==> config.mk <==
export PLATFORM = sky130hd
export DESIGN_NAME = dma_serial_port
export DESIGN_NICKNAME = d
export VERILOG_FILES = /design/src/logic/serial_port_pkg.sv /design/src/logic/dma_serial_port.sv /design/src/logic/rx_sampler.sv /design/src/logic/tx_shifter.sv
export SDC_FILE = /design/constraint.sdc
export NUM_CORES = 1
export LEC_CHECK = 0
export ABC_AREA = 1
export BUFFER_PORTS_ARGS = -buffer_cell sky130_fd_sc_hd__buf_4
export CORE_MARGIN = 10
export CORE_UTILIZATION = 61
export CTS_CLUSTER_SIZE = 20
export DETAILED_ROUTE_END_ITERATION = 7
export PLACE_DENSITY_LB_ADDON = 0.15
export RECOVER_POWER = 100
export SYNTH_ARGS = -nofsm -noshare
export SYNTH_HDL_FRONTEND = slang
export SYNTH_SLANG_ARGS = --single-unit
==> constraint.sdc <==
create_clock -name hclk -period 4.11 [get_ports hclk]
set_input_delay 0.2055 -clock hclk [delete_from_list [all_inputs] [get_ports hclk]]
set_output_delay 0.2055 -clock hclk [all_outputs]
set_load 0.05 [all_outputs]
==> src/logic/serial_port_pkg.sv <==
package serial_port_pkg;
	// ==================================================
	// register offsets
	localparam logic [11:0] OFF_START_RX = 12'h000;
	localparam logic [11:0] OFF_STOP_RX  = 12'h004;
	localparam logic [11:0] OFF_START_TX = 12'h008;
	localparam logic [11:0] OFF_STOP_TX  = 12'h00c;
	localparam logic [11:0] OFF_FLUSH_RX = 12'h02c;
	localparam logic [11:0] OFF_SHORTCUT = 12'h200;
	localparam logic [11:0] OFF_INTERRUPT_ENABLE    = 12'h300;
	localparam logic [11:0] OFF_INTSET   = 12'h304;
	localparam logic [11:0] OFF_INTCLR   = 12'h308;
	localparam logic [11:0] OFF_ERRSRC   = 12'h480;
	localparam logic [11:0] OFF_ENABLE   = 12'h500;
	localparam logic [11:0] OFF_RATE     = 12'h524;
	localparam logic [11:0] OFF_RX_PTR   = 12'h534;
	localparam logic [11:0] OFF_RX_LIM   = 12'h538;
	localparam logic [11:0] OFF_RX_AMT   = 12'h53c;
	localparam logic [11:0] OFF_TX_PTR   = 12'h544;
	localparam logic [11:0] OFF_TX_LIM   = 12'h548;
	localparam logic [11:0] OFF_TX_AMT   = 12'h54c;
	localparam logic [11:0] OFF_CONFIG   = 12'h56c;
	// pin selects: 0 request-to-send, 1 transmit, 2 clear-to-send, 3 receive
	localparam logic [3:0][11:0] PSEL_OFF = {12'h514, 12'h510, 12'h50c, 12'h508};
	localparam int EV_N = 11;
	localparam logic [10:0][11:0] EV_OFF = {12'h158, 12'h150, 12'h14c, 12'h144, 12'h124,
		12'h120, 12'h11c, 12'h110, 12'h108, 12'h104, 12'h100};
	localparam int EV_CTS = 0;
	localparam int EV_NCTS = 1;
	localparam int EV_RXRDY = 2;
	localparam int EV_ENDRX = 3;
	localparam int EV_TXRDY = 4;
	localparam int EV_ENDTX = 5;
	localparam int EV_ERROR = 6;
	localparam int EV_RX_TIMEOUT = 7;
	localparam int EV_RXSTART = 8;
	localparam int EV_TXSTART = 9;
	localparam int EV_TXSTOP = 10;
	// ==================================================
	// fields and reset values
	localparam logic [3:0] ENABLE_ON = 4'h8;
	localparam int PSEL_OFF_BIT = 31;
	localparam int PIN_W = 5;
	localparam int SC_END_START = 5;
	localparam int ERR_OVR = 0;
	localparam int ERR_PAR = 1;
	localparam int ERR_FRM = 2;
	localparam int ERR_BRK = 3;
	localparam logic [2:0] PAR_EVEN = 3'h7;
	localparam int LIM_W = 16;
	localparam logic [31:0] PSEL_RST = 32'hffff_ffff;
	localparam logic [31:0] RATE_RST = 32'h0019_2a73;
	localparam logic [31:0] ACC_HALF = 32'h8000_0000;
	localparam logic [3:0] FRAME_BASE = 4'ha;
	// ==================================================
	// types
	typedef enum logic [1:0] {TX_IDLE, TX_RUN, TX_STOP} tx_mode_t;
	typedef enum logic [1:0] {RX_IDLE, RX_RUN, RX_STOP} rx_mode_t;
	typedef enum logic [2:0] {RB_IDLE, RB_START, RB_DATA, RB_PAR, RB_STOP} rx_bit_t;
	typedef struct packed {logic two_stop; logic [2:0] parity; logic flow;} cfg_t;
	typedef struct packed {logic brk; logic ferr; logic perr; logic [7:0] data;} frame_t;
	typedef struct packed {logic [31:0] acc; logic [11:0] sh; logic [3:0] left; logic busy;} tx_eng_t;
	typedef struct packed {rx_bit_t ph; logic [31:0] acc; logic [2:0] cnt; logic [7:0] sh; logic pbit;} rx_eng_t;
	typedef struct packed {
		logic [31:0] s1, s2, pin_o, pin_oe, rdata, interrupt_enable, rate, rx_ptr, tx_ptr;
		logic [3:0][31:0] psel;
		logic [LIM_W-1:0] rx_lim, rx_cnt, rx_amt, tx_lim, tx_cnt, tx_amt;
		logic [3:0] en, err;
		logic [10:0] ev;
		logic [1:0] shortcut;
		cfg_t cfg;
		tx_mode_t txm;
		rx_mode_t rxm;
		logic cts_q, tx_endd, rx_endd, hold, sc_srx, sc_prx, a_ok, a_wr;
		logic [7:0] hold_d;
		logic [11:0] a_adr;
	} top_state_t;

	function automatic logic [32:0] rate_step(input logic [31:0] acc, input logic [31:0] inc);
		rate_step = {1'b0, acc} + {1'b0, inc};
	endfunction : rate_step

	function automatic logic even_par(input logic [7:0] d);
		even_par = ^d;
	endfunction : even_par

	function automatic logic pin_on(input logic [31:0] p);
		pin_on = !p[PSEL_OFF_BIT];
	endfunction : pin_on
endpackage : serial_port_pkg

==> src/logic/dma_serial_port.sv <==
`timescale 1ns/1ps
// ==================================================
// Function
// - without flow control, both handshakes asserted
// - optional even parity, generated and checked
// - stop-bit count chosen in configuration
// - every stop task issued while enabled gets its stop event, unless disabled before the stop completes
// - pin selects act only while enabled
// - pin selects kept while powered on
// - clear-to-send low permits, high withholds
// - request-to-send low invites, high refuses
// - error source: write one clears bit
// - shortcuts let events fire tasks
// - bit-rate register sets serial timing
// - read-only counts of bytes moved
// - limit registers bound bytes per buffer
// - one register holds parity and flow
// - four pin selects in fixed order
// - characters travel least significant bit first
// - flow control pauses after current byte
// - request-to-send drops when stopped or full
module dma_serial_port (
	input  wire logic        hclk,
	input  wire logic        hresetn,
	input  wire logic        hsel,
	input  wire logic [31:0] haddr,
	input  wire logic [1:0]  htrans,
	input  wire logic        hwrite,
	input  wire logic [2:0]  hsize,
	input  wire logic [31:0] hwdata,
	input  wire logic        hready,
	output logic             hreadyout,
	output logic             hresp,
	output logic [31:0]      hrdata,
	input  wire logic [31:0] gpio_in,
	output logic [31:0]      gpio_out,
	output logic [31:0]      gpio_oe,
	input  wire logic [7:0]  tx_data,
	input  wire logic        tx_valid,
	output logic             tx_ready,
	output logic [7:0]       rx_data,
	output logic             rx_valid,
	input  wire logic        rx_ready,
	output logic [31:0]      tx_ptr,
	output logic [31:0]      rx_ptr
);
	serial_port_pkg::top_state_t s, n;
	serial_port_pkg::frame_t     rxf;
	logic [10:0]                 ev_set;
	logic [3:0]                  err_set;
	logic [4:0]                  rts_i, txd_i, cts_i, rxd_i;
	logic [15:0]                 tx_now, rx_now;
	logic                        en_on, par_on, wr, cts_lvl, cts_ok, rts_on;
	logic                        rx_line, txb, txdone, txline, tx_go, rxb, rxv;
	logic                        t_srx, t_prx, t_stx, t_ptx, t_flush, store, do_endrx;

	// ==================================================
	// pin routing
	assign en_on = s.en == serial_port_pkg::ENABLE_ON;
	assign par_on = s.cfg.parity == serial_port_pkg::PAR_EVEN;
	assign rts_i = s.psel[0][4:0];
	assign txd_i = s.psel[1][4:0];
	assign cts_i = s.psel[2][4:0];
	assign rxd_i = s.psel[3][4:0];
	assign cts_lvl = (en_on && serial_port_pkg::pin_on(s.psel[2])) ? s.s2[cts_i] : 1'b1;
	assign rx_line = (en_on && serial_port_pkg::pin_on(s.psel[3])) ? s.s2[rxd_i] : 1'b1;
	// active-low clear-to-send; ignored without flow control
	assign cts_ok = !s.cfg.flow || !serial_port_pkg::pin_on(s.psel[2]) || !cts_lvl;
	// request asserted while receiving and the holding byte is free
	assign rts_on = s.cfg.flow ? (s.rxm == serial_port_pkg::RX_RUN && !s.hold) : 1'b1;
	// only start a byte between frames, so a paused byte always completes
	assign tx_ready = en_on && s.txm == serial_port_pkg::TX_RUN && !txb && cts_ok
		&& s.tx_cnt < s.tx_lim;
	assign tx_go = tx_valid && tx_ready;

	// ==================================================
	// task strobes
	assign wr = s.a_ok && s.a_wr;
	assign t_srx = (wr && s.a_adr == serial_port_pkg::OFF_START_RX && hwdata[0]) || s.sc_srx;
	assign t_prx = (wr && s.a_adr == serial_port_pkg::OFF_STOP_RX && hwdata[0]) || s.sc_prx;
	assign t_stx = wr && s.a_adr == serial_port_pkg::OFF_START_TX && hwdata[0];
	assign t_ptx = wr && s.a_adr == serial_port_pkg::OFF_STOP_TX && hwdata[0];
	assign t_flush = wr && s.a_adr == serial_port_pkg::OFF_FLUSH_RX && hwdata[0];
	assign tx_now = txdone ? s.tx_cnt + 16'h1 : s.tx_cnt;
	assign rx_now = store ? s.rx_cnt + 16'h1 : s.rx_cnt;

	tx_shifter u_tx (
		.hclk     (hclk),
		.hresetn  (hresetn),
		.start    (tx_go),
		.data     (tx_data),
		.inc      (s.rate),
		.par_en   (par_on),
		.two_stop (s.cfg.two_stop),
		.busy     (txb),
		.done     (txdone),
		.line     (txline)
	);

	rx_sampler u_rx (
		.hclk    (hclk),
		.hresetn (hresetn),
		.run     (en_on),
		.line    (rx_line),
		.inc     (s.rate),
		.par_en  (par_on),
		.busy    (rxb),
		.valid   (rxv),
		.frame   (rxf)
	);

	// ==================================================
	// next state
	always_comb begin
		n = s;
		ev_set = '0;
		err_set = '0;
		store = 1'b0;
		do_endrx = 1'b0;
		n.s1 = gpio_in;
		n.s2 = s.s1;
		// bus address phase, read word captured for the data phase
		n.a_ok = hsel && hready && htrans[1] && hsize == 3'h2;
		n.a_wr = hwrite;
		n.a_adr = haddr[11:0];
		unique case (haddr[11:0])
			serial_port_pkg::OFF_SHORTCUT: n.rdata = {25'h0, s.shortcut, 5'h0};
			serial_port_pkg::OFF_INTERRUPT_ENABLE,
			serial_port_pkg::OFF_INTSET,
			serial_port_pkg::OFF_INTCLR: n.rdata = s.interrupt_enable;
			serial_port_pkg::OFF_ERRSRC: n.rdata = {28'h0, s.err};
			serial_port_pkg::OFF_ENABLE: n.rdata = {28'h0, s.en};
			serial_port_pkg::OFF_RATE: n.rdata = s.rate;
			serial_port_pkg::OFF_RX_PTR: n.rdata = s.rx_ptr;
			serial_port_pkg::OFF_RX_LIM: n.rdata = {16'h0, s.rx_lim};
			serial_port_pkg::OFF_RX_AMT: n.rdata = {16'h0, s.rx_amt};
			serial_port_pkg::OFF_TX_PTR: n.rdata = s.tx_ptr;
			serial_port_pkg::OFF_TX_LIM: n.rdata = {16'h0, s.tx_lim};
			serial_port_pkg::OFF_TX_AMT: n.rdata = {16'h0, s.tx_amt};
			serial_port_pkg::OFF_CONFIG: n.rdata = {27'h0, s.cfg};
			default: n.rdata = '0;
		endcase
		for (int i = 0; i < 4; i++) begin
			if (haddr[11:0] == serial_port_pkg::PSEL_OFF[i]) n.rdata = s.psel[i];
		end
		for (int i = 0; i < serial_port_pkg::EV_N; i++) begin
			if (haddr[11:0] == serial_port_pkg::EV_OFF[i]) n.rdata = {31'h0, s.ev[i]};
		end

		// bus data phase writes
		if (wr) begin
			unique case (s.a_adr)
				serial_port_pkg::OFF_SHORTCUT: n.shortcut = hwdata[6:5];
				serial_port_pkg::OFF_INTERRUPT_ENABLE: n.interrupt_enable = hwdata;
				serial_port_pkg::OFF_INTSET: n.interrupt_enable = s.interrupt_enable | hwdata;
				serial_port_pkg::OFF_INTCLR: n.interrupt_enable = s.interrupt_enable & ~hwdata;
				serial_port_pkg::OFF_ERRSRC: n.err = s.err & ~hwdata[3:0];
				serial_port_pkg::OFF_ENABLE: n.en = hwdata[3:0];
				serial_port_pkg::OFF_RATE: n.rate = hwdata;
				serial_port_pkg::OFF_RX_PTR: n.rx_ptr = hwdata;
				serial_port_pkg::OFF_RX_LIM: n.rx_lim = hwdata[15:0];
				serial_port_pkg::OFF_TX_PTR: n.tx_ptr = hwdata;
				serial_port_pkg::OFF_TX_LIM: n.tx_lim = hwdata[15:0];
				serial_port_pkg::OFF_CONFIG: n.cfg = hwdata[4:0];
				default: begin
				end
			endcase
			// pin selects survive only in registers, set to all ones by reset alone
			for (int i = 0; i < 4; i++) begin
				if (s.a_adr == serial_port_pkg::PSEL_OFF[i]) n.psel[i] = hwdata;
			end
			for (int i = 0; i < serial_port_pkg::EV_N; i++) begin
				if (s.a_adr == serial_port_pkg::EV_OFF[i]) n.ev[i] = hwdata[0];
			end
		end

		// clear-to-send edges
		n.cts_q = cts_lvl;
		if (s.cts_q && !cts_lvl) ev_set[serial_port_pkg::EV_CTS] = 1'b1;
		if (!s.cts_q && cts_lvl) ev_set[serial_port_pkg::EV_NCTS] = 1'b1;

		// transmit direction
		if (txdone) begin
			ev_set[serial_port_pkg::EV_TXRDY] = 1'b1;
			n.tx_cnt = tx_now;
			if (tx_now == s.tx_lim && !s.tx_endd) begin
				ev_set[serial_port_pkg::EV_ENDTX] = 1'b1;
				n.tx_endd = 1'b1;
				n.tx_amt = tx_now;
			end
		end
		if (!en_on) begin
			n.txm = serial_port_pkg::TX_IDLE;
		end else begin
			unique case (s.txm)
				serial_port_pkg::TX_IDLE, serial_port_pkg::TX_RUN: begin
					if (t_ptx) begin
						n.txm = serial_port_pkg::TX_STOP;
					end else if (t_stx) begin
						n.txm = serial_port_pkg::TX_RUN;
						n.tx_cnt = '0;
						n.tx_endd = 1'b0;
						ev_set[serial_port_pkg::EV_TXSTART] = 1'b1;
					end
				end
				serial_port_pkg::TX_STOP: begin
					// acknowledge once the byte on the line has finished
					if (!txb) begin
						n.txm = serial_port_pkg::TX_IDLE;
						ev_set[serial_port_pkg::EV_TXSTOP] = 1'b1;
						if (!s.tx_endd) begin
							ev_set[serial_port_pkg::EV_ENDTX] = 1'b1;
							n.tx_endd = 1'b1;
							n.tx_amt = s.tx_cnt;
						end
					end
				end
			endcase
		end

		// receive direction
		if (s.hold && rx_ready) n.hold = 1'b0;
		if (rxv) begin
			ev_set[serial_port_pkg::EV_RXRDY] = 1'b1;
			err_set[serial_port_pkg::ERR_PAR] = rxf.perr;
			err_set[serial_port_pkg::ERR_FRM] = rxf.ferr;
			err_set[serial_port_pkg::ERR_BRK] = rxf.brk;
			if (!rxf.ferr && s.rxm != serial_port_pkg::RX_IDLE) begin
				if ((!s.hold || rx_ready) && !s.rx_endd) begin
					store = 1'b1;
					n.hold = 1'b1;
					n.hold_d = rxf.data;
				end else begin
					err_set[serial_port_pkg::ERR_OVR] = 1'b1;
				end
			end
		end
		if (store) begin
			n.rx_cnt = rx_now;
			if (rx_now == s.rx_lim) do_endrx = 1'b1;
		end
		if (!en_on) begin
			n.rxm = serial_port_pkg::RX_IDLE;
		end else begin
			unique case (s.rxm)
				serial_port_pkg::RX_IDLE, serial_port_pkg::RX_RUN: begin
					if (t_prx) begin
						n.rxm = serial_port_pkg::RX_STOP;
					end else if (t_srx) begin
						n.rxm = serial_port_pkg::RX_RUN;
						n.rx_cnt = '0;
						n.rx_endd = 1'b0;
						ev_set[serial_port_pkg::EV_RXSTART] = 1'b1;
					end
				end
				serial_port_pkg::RX_STOP: begin
					// buffer end is reported one cycle ahead of the timeout
					if (!rxb && !s.rx_endd) begin
						do_endrx = 1'b1;
					end else if (!rxb) begin
						n.rxm = serial_port_pkg::RX_IDLE;
						ev_set[serial_port_pkg::EV_RX_TIMEOUT] = 1'b1;
					end
				end
			endcase
		end
		if (t_flush) begin
			ev_set[serial_port_pkg::EV_ENDRX] = 1'b1;
			n.rx_amt = '0;
		end
		if (do_endrx && !s.rx_endd) begin
			ev_set[serial_port_pkg::EV_ENDRX] = 1'b1;
			n.rx_endd = 1'b1;
			n.rx_amt = rx_now;
		end
		n.sc_srx = ev_set[serial_port_pkg::EV_ENDRX] && s.shortcut[0];
		n.sc_prx = ev_set[serial_port_pkg::EV_ENDRX] && s.shortcut[1];

		// hardware set beats a software clear in the same cycle
		if (|err_set) ev_set[serial_port_pkg::EV_ERROR] = 1'b1;
		n.err = n.err | err_set;
		n.ev = n.ev | ev_set;

		// pins driven only while enabled, otherwise released
		n.pin_o = '0;
		n.pin_oe = '0;
		if (en_on) begin
			if (serial_port_pkg::pin_on(s.psel[1])) begin
				n.pin_o[txd_i] = txline;
				n.pin_oe[txd_i] = 1'b1;
			end
			if (serial_port_pkg::pin_on(s.psel[0])) begin
				n.pin_o[rts_i] = !rts_on;
				n.pin_oe[rts_i] = 1'b1;
			end
		end
	end

	always_ff @(posedge hclk or negedge hresetn) begin
		if (!hresetn) begin
			s <= '0;
			s.s1 <= '1;
			s.s2 <= '1;
			s.psel <= {4{serial_port_pkg::PSEL_RST}};
			s.rate <= serial_port_pkg::RATE_RST;
			s.cts_q <= 1'b1;
			s.tx_endd <= 1'b1;
			s.rx_endd <= 1'b1;
		end else begin
			s <= n;
		end
	end

	// ==================================================
	// outputs
	assign hreadyout = 1'b1;
	assign hresp = 1'b0;
	assign hrdata = s.rdata;
	assign gpio_out = s.pin_o;
	assign gpio_oe = s.pin_oe;
	assign rx_data = s.hold_d;
	assign rx_valid = s.hold;
	assign tx_ptr = s.tx_ptr;
	assign rx_ptr = s.rx_ptr;
endmodule : dma_serial_port

==> src/logic/rx_sampler.sv <==
`timescale 1ns/1ps
module rx_sampler (
	input  wire logic                   hclk,
	input  wire logic                   hresetn,
	input  wire logic                   run,
	input  wire logic                   line,
	input  wire logic [31:0]            inc,
	input  wire logic                   par_en,
	output logic                        busy,
	output logic                        valid,
	output serial_port_pkg::frame_t     frame
);
	serial_port_pkg::rx_eng_t s, n;
	logic [32:0]              step;

	always_comb begin
		n = s;
		step = serial_port_pkg::rate_step(s.acc, inc);
		valid = 1'b0;
		frame = '0;
		if (!run) begin
			n.ph = serial_port_pkg::RB_IDLE;
		end else if (s.ph == serial_port_pkg::RB_IDLE) begin
			if (!line) begin
				n.ph = serial_port_pkg::RB_START;
				n.acc = serial_port_pkg::ACC_HALF;
			end
		end else begin
			n.acc = step[31:0];
			if (step[32]) begin
				unique case (s.ph)
					serial_port_pkg::RB_START: begin
						n.ph = line ? serial_port_pkg::RB_IDLE : serial_port_pkg::RB_DATA;
						n.cnt = '0;
					end
					serial_port_pkg::RB_DATA: begin
						n.sh = {line, s.sh[7:1]};
						n.cnt = s.cnt + 3'h1;
						if (s.cnt == 3'h7) begin
							n.ph = par_en ? serial_port_pkg::RB_PAR : serial_port_pkg::RB_STOP;
						end
					end
					serial_port_pkg::RB_PAR: begin
						n.pbit = line;
						n.ph = serial_port_pkg::RB_STOP;
					end
					serial_port_pkg::RB_STOP: begin
						valid = 1'b1;
						frame.data = s.sh;
						frame.perr = par_en && (s.pbit != serial_port_pkg::even_par(s.sh));
						frame.ferr = !line;
						frame.brk = !line && s.sh == 8'h00;
						n.ph = serial_port_pkg::RB_IDLE;
					end
					serial_port_pkg::RB_IDLE: begin
					end
				endcase
			end
		end
	end

	always_ff @(posedge hclk or negedge hresetn) begin
		if (!hresetn) begin
			s <= '0;
		end else begin
			s <= n;
		end
	end

	assign busy = s.ph != serial_port_pkg::RB_IDLE;
endmodule : rx_sampler

==> src/logic/tx_shifter.sv <==
`timescale 1ns/1ps
module tx_shifter (
	input  wire logic        hclk,
	input  wire logic        hresetn,
	input  wire logic        start,
	input  wire logic [7:0]  data,
	input  wire logic [31:0] inc,
	input  wire logic        par_en,
	input  wire logic        two_stop,
	output logic             busy,
	output logic             done,
	output logic             line
);
	serial_port_pkg::tx_eng_t s, n;
	logic [32:0]              step;
	logic [3:0]               ticks_q, exp_q;

	always_comb begin
		n = s;
		step = serial_port_pkg::rate_step(s.acc, inc);
		done = 1'b0;
		if (start && !s.busy) begin
			n.busy = 1'b1;
			n.acc = '0;
			// start bit, data lsb first, parity after data, then stops
			n.sh = par_en ? {2'b11, serial_port_pkg::even_par(data), data, 1'b0}
				: {3'b111, data, 1'b0};
			n.left = serial_port_pkg::FRAME_BASE + {3'h0, par_en} + {3'h0, two_stop};
		end else if (s.busy) begin
			n.acc = step[31:0];
			if (step[32]) begin
				n.sh = {1'b1, s.sh[11:1]};
				n.left = s.left - 4'h1;
				if (s.left == 4'h1) begin
					n.busy = 1'b0;
					done = 1'b1;
				end
			end
		end
	end

	always_ff @(posedge hclk or negedge hresetn) begin
		if (!hresetn) begin
			s <= '0;
			s.sh <= '1;
		end else begin
			s <= n;
		end
	end

	assign busy = s.busy;
	assign line = s.sh[0];

	// bit-time counter for checking frame length
	always_ff @(posedge hclk or negedge hresetn) begin
		if (!hresetn) begin
			ticks_q <= '0;
			exp_q <= '0;
		end else if (start && !s.busy) begin
			ticks_q <= '0;
			exp_q <= n.left;
		end else if (s.busy && step[32]) begin
			ticks_q <= ticks_q + 4'h1;
		end
	end
endmodule : tx_shifter

==> run_results.csv <==
group,metric,value,unit
status,outcome,"complete, but fails checks",
status,violations,"capacitance limit, slew limit",
route,via_per_inst,5.98,
die,ioPinCount,288,
yosys,synth_warnings,0,
global_route,grt_pass1_wl,170000,um
yosys,yosys.area.top_type,"dfrtp_1",
hold_path,holdCritStartpoint,"hwdata[29]",
route,wire_per_inst,21.5,um
cells_and_area,n_fill_cell,4704,
hold_path,min_path_type,"input port to flop",
sta,period_needed,3.90,ns
clock_network,cts.htree.levels,3,
placement,post-place-ws,0.180,ns
route,ant_nets,0,
sta,tightestPinTransition,2.86,ns
clock_network,clkLatencyLatePin,0.63,ns
die,core.rowCount,87,
pwr,powerDensity,456,mW/mm2
cells_and_area,multi_input_area,0.0142,mm2
cells_and_area,area_growth,12.0,%
global_route,antenna_found_initial,3,
route,drt-total-wl,110000,um
worst_setup_path,critical_path_required,4.68,ns
route,initialDrtViolationCount,3745,
yosys,syn_inst,4157,
route,drt_pass1_iterations,6,
pwr,power,17.7,mW
sta,whs,0.0224,ns
clock_network,clk_pin_slew_worst_paths,0.06,ns
cells_and_area,final_area,0.0389,mm2
sta,fin_ws,0.213,ns
placement,dpl-instance-area,0.0364,mm2
sta,fmax,257,MHz
die,die_height,259,um
yosys,synth_edf_count,0,
placement,gp_congestion,1.01,
global_route,grt_pass1_vias,28800,
clock_network,cts_tree,"done",
route,vias,30600,
cells_and_area,ff_latch_area,0.0169,mm2
yosys,synth_area_leaders,"dfrtp_1 32%, dfstp_2 17%, nand2_1 9.9%",
worst_setup_path,cp-startpoint,"s[346]",
cells_and_area,nNetsFinal,4514,
sta,min_period_over_period,0.948,
worst_setup_path,cp_max_fo,10,
clock_network,cts_max_path_buffers,3,
worst_setup_path,arrival,4.47,ns
pwr,peakVddDrop,422,uV
worst_setup_path,timing.rr.start,"s[346]",
sta,final-max-slew-violation-count,140,
cells_and_area,fin_util,0.689,
cells_and_area,layout-drive-gt1-share,0.131,
clock_network,cts_buffers,73,
sta,setup_viol,0,
worst_setup_path,start_kind,"flop",
worst_setup_path,critical_path_class,"flop to flop",
global_route,overflow,0,
global_route,track_usage,0.323,
global_route,grt_max_degree,111,
pwr,p_leak,19.6,nW
yosys,ys_seq_area_frac,0.488,
sta,finalHoldViolations,0,
yosys,synth.top_cells.by_count,"919 x nand2_1, 459 x o21ai_0, 448 x dfrtp_1",
yosys,ys_types,61,
die,die-width,259,um
yosys,yosysMostFrequentCell,"nand2_1",
yosys,syn_area,0.0347,mm2
clock_network,clock_sinks,666,
die,start_util,0.615,
yosys,async_reset_ff_frac,1.00,
placement,hpwlAfterDp,77000,um
yosys,synth-seq-cells,666,
die,core-area,0.0564,mm2
clock_network,clock_tree.root_cell,"clkbuf_16",
yosys,synthFlopType,"dfrtp_1",
worst_setup_path,endpoint_kind,"flop",
sta,finClkSkew,0.0160,ns
die,dieArea,0.0668,mm2
placement,port_buffers,264,
job,maxCapViolations,3,
sta,slew_headroom,-0.909,
yosys,postSynthNetCount,4365,
yosys,syn_avg_cell_area,8.35,um2
route,post-route-drc-count,0,
yosys,synth_top_area_frac,0.323,
==> area by class of cell <==
type | count | area share
Sequential cell | 666 | 0.436
Clock buffer | 109 | 0.0572
Timing Repair Buffer | 412 | 0.0657
Inverter | 442 | 0.0427
Tap cell | 756 | 0.0243
Multi-Input combinational cell | 2711 | 0.365
Clock inverter | 27 | 0.00882
Antenna cell | 1 | 0.0000644
==> per-stage QoR <==
step	setup TNS, ns	cells
CTS	0	5119
global route	-0.0126	5124
global placement	0	4916
floorplan	0	4157
detailed placement	0	4916
finish	0	5124
==> layout by cell type, fill, tap and decap left out, drive strengths merged, types with 7 or more instances in the layout <==
| cell type | synthesis | final |
|---|---|---|
| ha | 90 | 90 |
| nor2 | 270 | 270 |
| a21oi | 247 | 247 |
| o21bai | 7 | 7 |
| o211ai | 39 | 39 |
| o2111ai | 10 | 10 |
| dfstp | 218 | 218 |
| clkbuf | 151 | 347 |
| o22ai | 41 | 41 |
| a21o | 8 | 8 |
| a221oi | 21 | 21 |
| a22o | 11 | 11 |
| dfrtp | 448 | 448 |
| xor2 | 41 | 41 |
| o211a | 7 | 7 |
| o221ai | 14 | 14 |
| a32o | 24 | 24 |
| o21ai | 465 | 465 |
| buf | 187 | 107 |
| a31oi | 27 | 27 |
| nand4 | 58 | 58 |
| a2111o | 15 | 15 |
| o31ai | 11 | 11 |
| nor3 | 68 | 68 |
| a211oi | 8 | 8 |
| a2111oi | 20 | 20 |
| nand2 | 955 | 955 |
| nand3 | 203 | 203 |
| xnor2 | 15 | 15 |
| inv | 436 | 443 |
| dlygate4sd3 | 0 | 67 |
| clkinv | 6 | 22 |
| or2 | 8 | 8 |
| nor4 | 9 | 9 |
==> per-layer routing <==
metal,vias up,share of wire,GRT usage
met5,-,0.00021,0
met4,4,0.046,0.151
met2,1600,0.46,0.506
li1,14000,-,-
met1,14700,0.40,0.430
met3,277,0.094,0.0640
==> state kept, by name, summed over array words and instances, names as in the netlist <==
signal / cells
s: 354
u_rx.s: 47
u_tx.s: 47
gpio_oe: 32
gpio_out: 32
hrdata: 32
n: 32
rx_ptr: 32
tx_ptr: 32
rx_data: 8
cts_i: 5
rts_i: 5
rxd_i: 5
rx_valid: 1
u_tx.busy: 1
u_tx.line: 1
==> critical path, stage by stage (launching register included) <==
cell and delay (ns):
dfstp_2 0.57, ha_1 0.17, inv_1 0.05, fa_1 0.35
inv_1 0.08, nand2_1 0.06, nand3_1 0.08, o21ai_2 0.11
o21ai_2 0.21, nand2_1 0.09, nand2_2 0.13, nand2_4 0.11
nand2_4 0.13, nand3_4 0.14, buf_4 0.20, nand2_2 0.07
nand3_1 0.08, nand2_1 0.08, nand2_1 0.05, nor2_1 0.17
nand3_1 0.16, nor2_4 0.21, buf_4 0.20, nand3_1 0.09
nand3_1 0.11, nand2_1 0.07, inv_1 0.05
==> repair_timing <==
action / in CTS / in global routing
setup buffers: 0 / 4
endpoints found under the setup margin: 0 / 35
gates resized for setup: 0 / 5
hold buffers: 67 / 0
hold endpoints to repair: 145 / 0
==> logic make-up (layout without fill, tap and decap cells) <==
group                    Yosys count  in the layout  share of synthesized area
flip-flops                       666            666                      0.488
other                              2              3                   0.000216
AO/OA/AOI/OAI                    984            984                      0.166
XOR/XNOR                          56             56                     0.0141
buffers and inverters            780            990                      0.105
AND/OR/NAND/NOR                 1577           1577                      0.193
adder cells (fa/ha/maj)           92             92                     0.0336
==> path summary, 6_finish.rpt <==
check / endpoint / slack, ns / cells after the start
setup / recovery: s[62] / 0.21 / 26
hold / removal: tx_ptr[29] / 0.02 / 3
setup reg to reg: s[62] / 0.21 / 26
hold reg to reg: s[520] / 0.35 / 0
max in group asynchronous: hrdata[25] / 0.59 / 3
min in group asynchronous: gpio_oe[4] / 1.06 / 2
==> power breakdown <==
| group | total, mW | switching, mW | internal (mW) |
|---|---|---|---|
| logic | 3.52 | 2.27 | 1.25 |
| clock network | 6.97 | 2.91 | 4.06 |
| registers | 7.24 | 0.269 | 6.98 |
| total | 17.7 | 5.45 | 12.3 |
(Power assumes the default switching activity.)
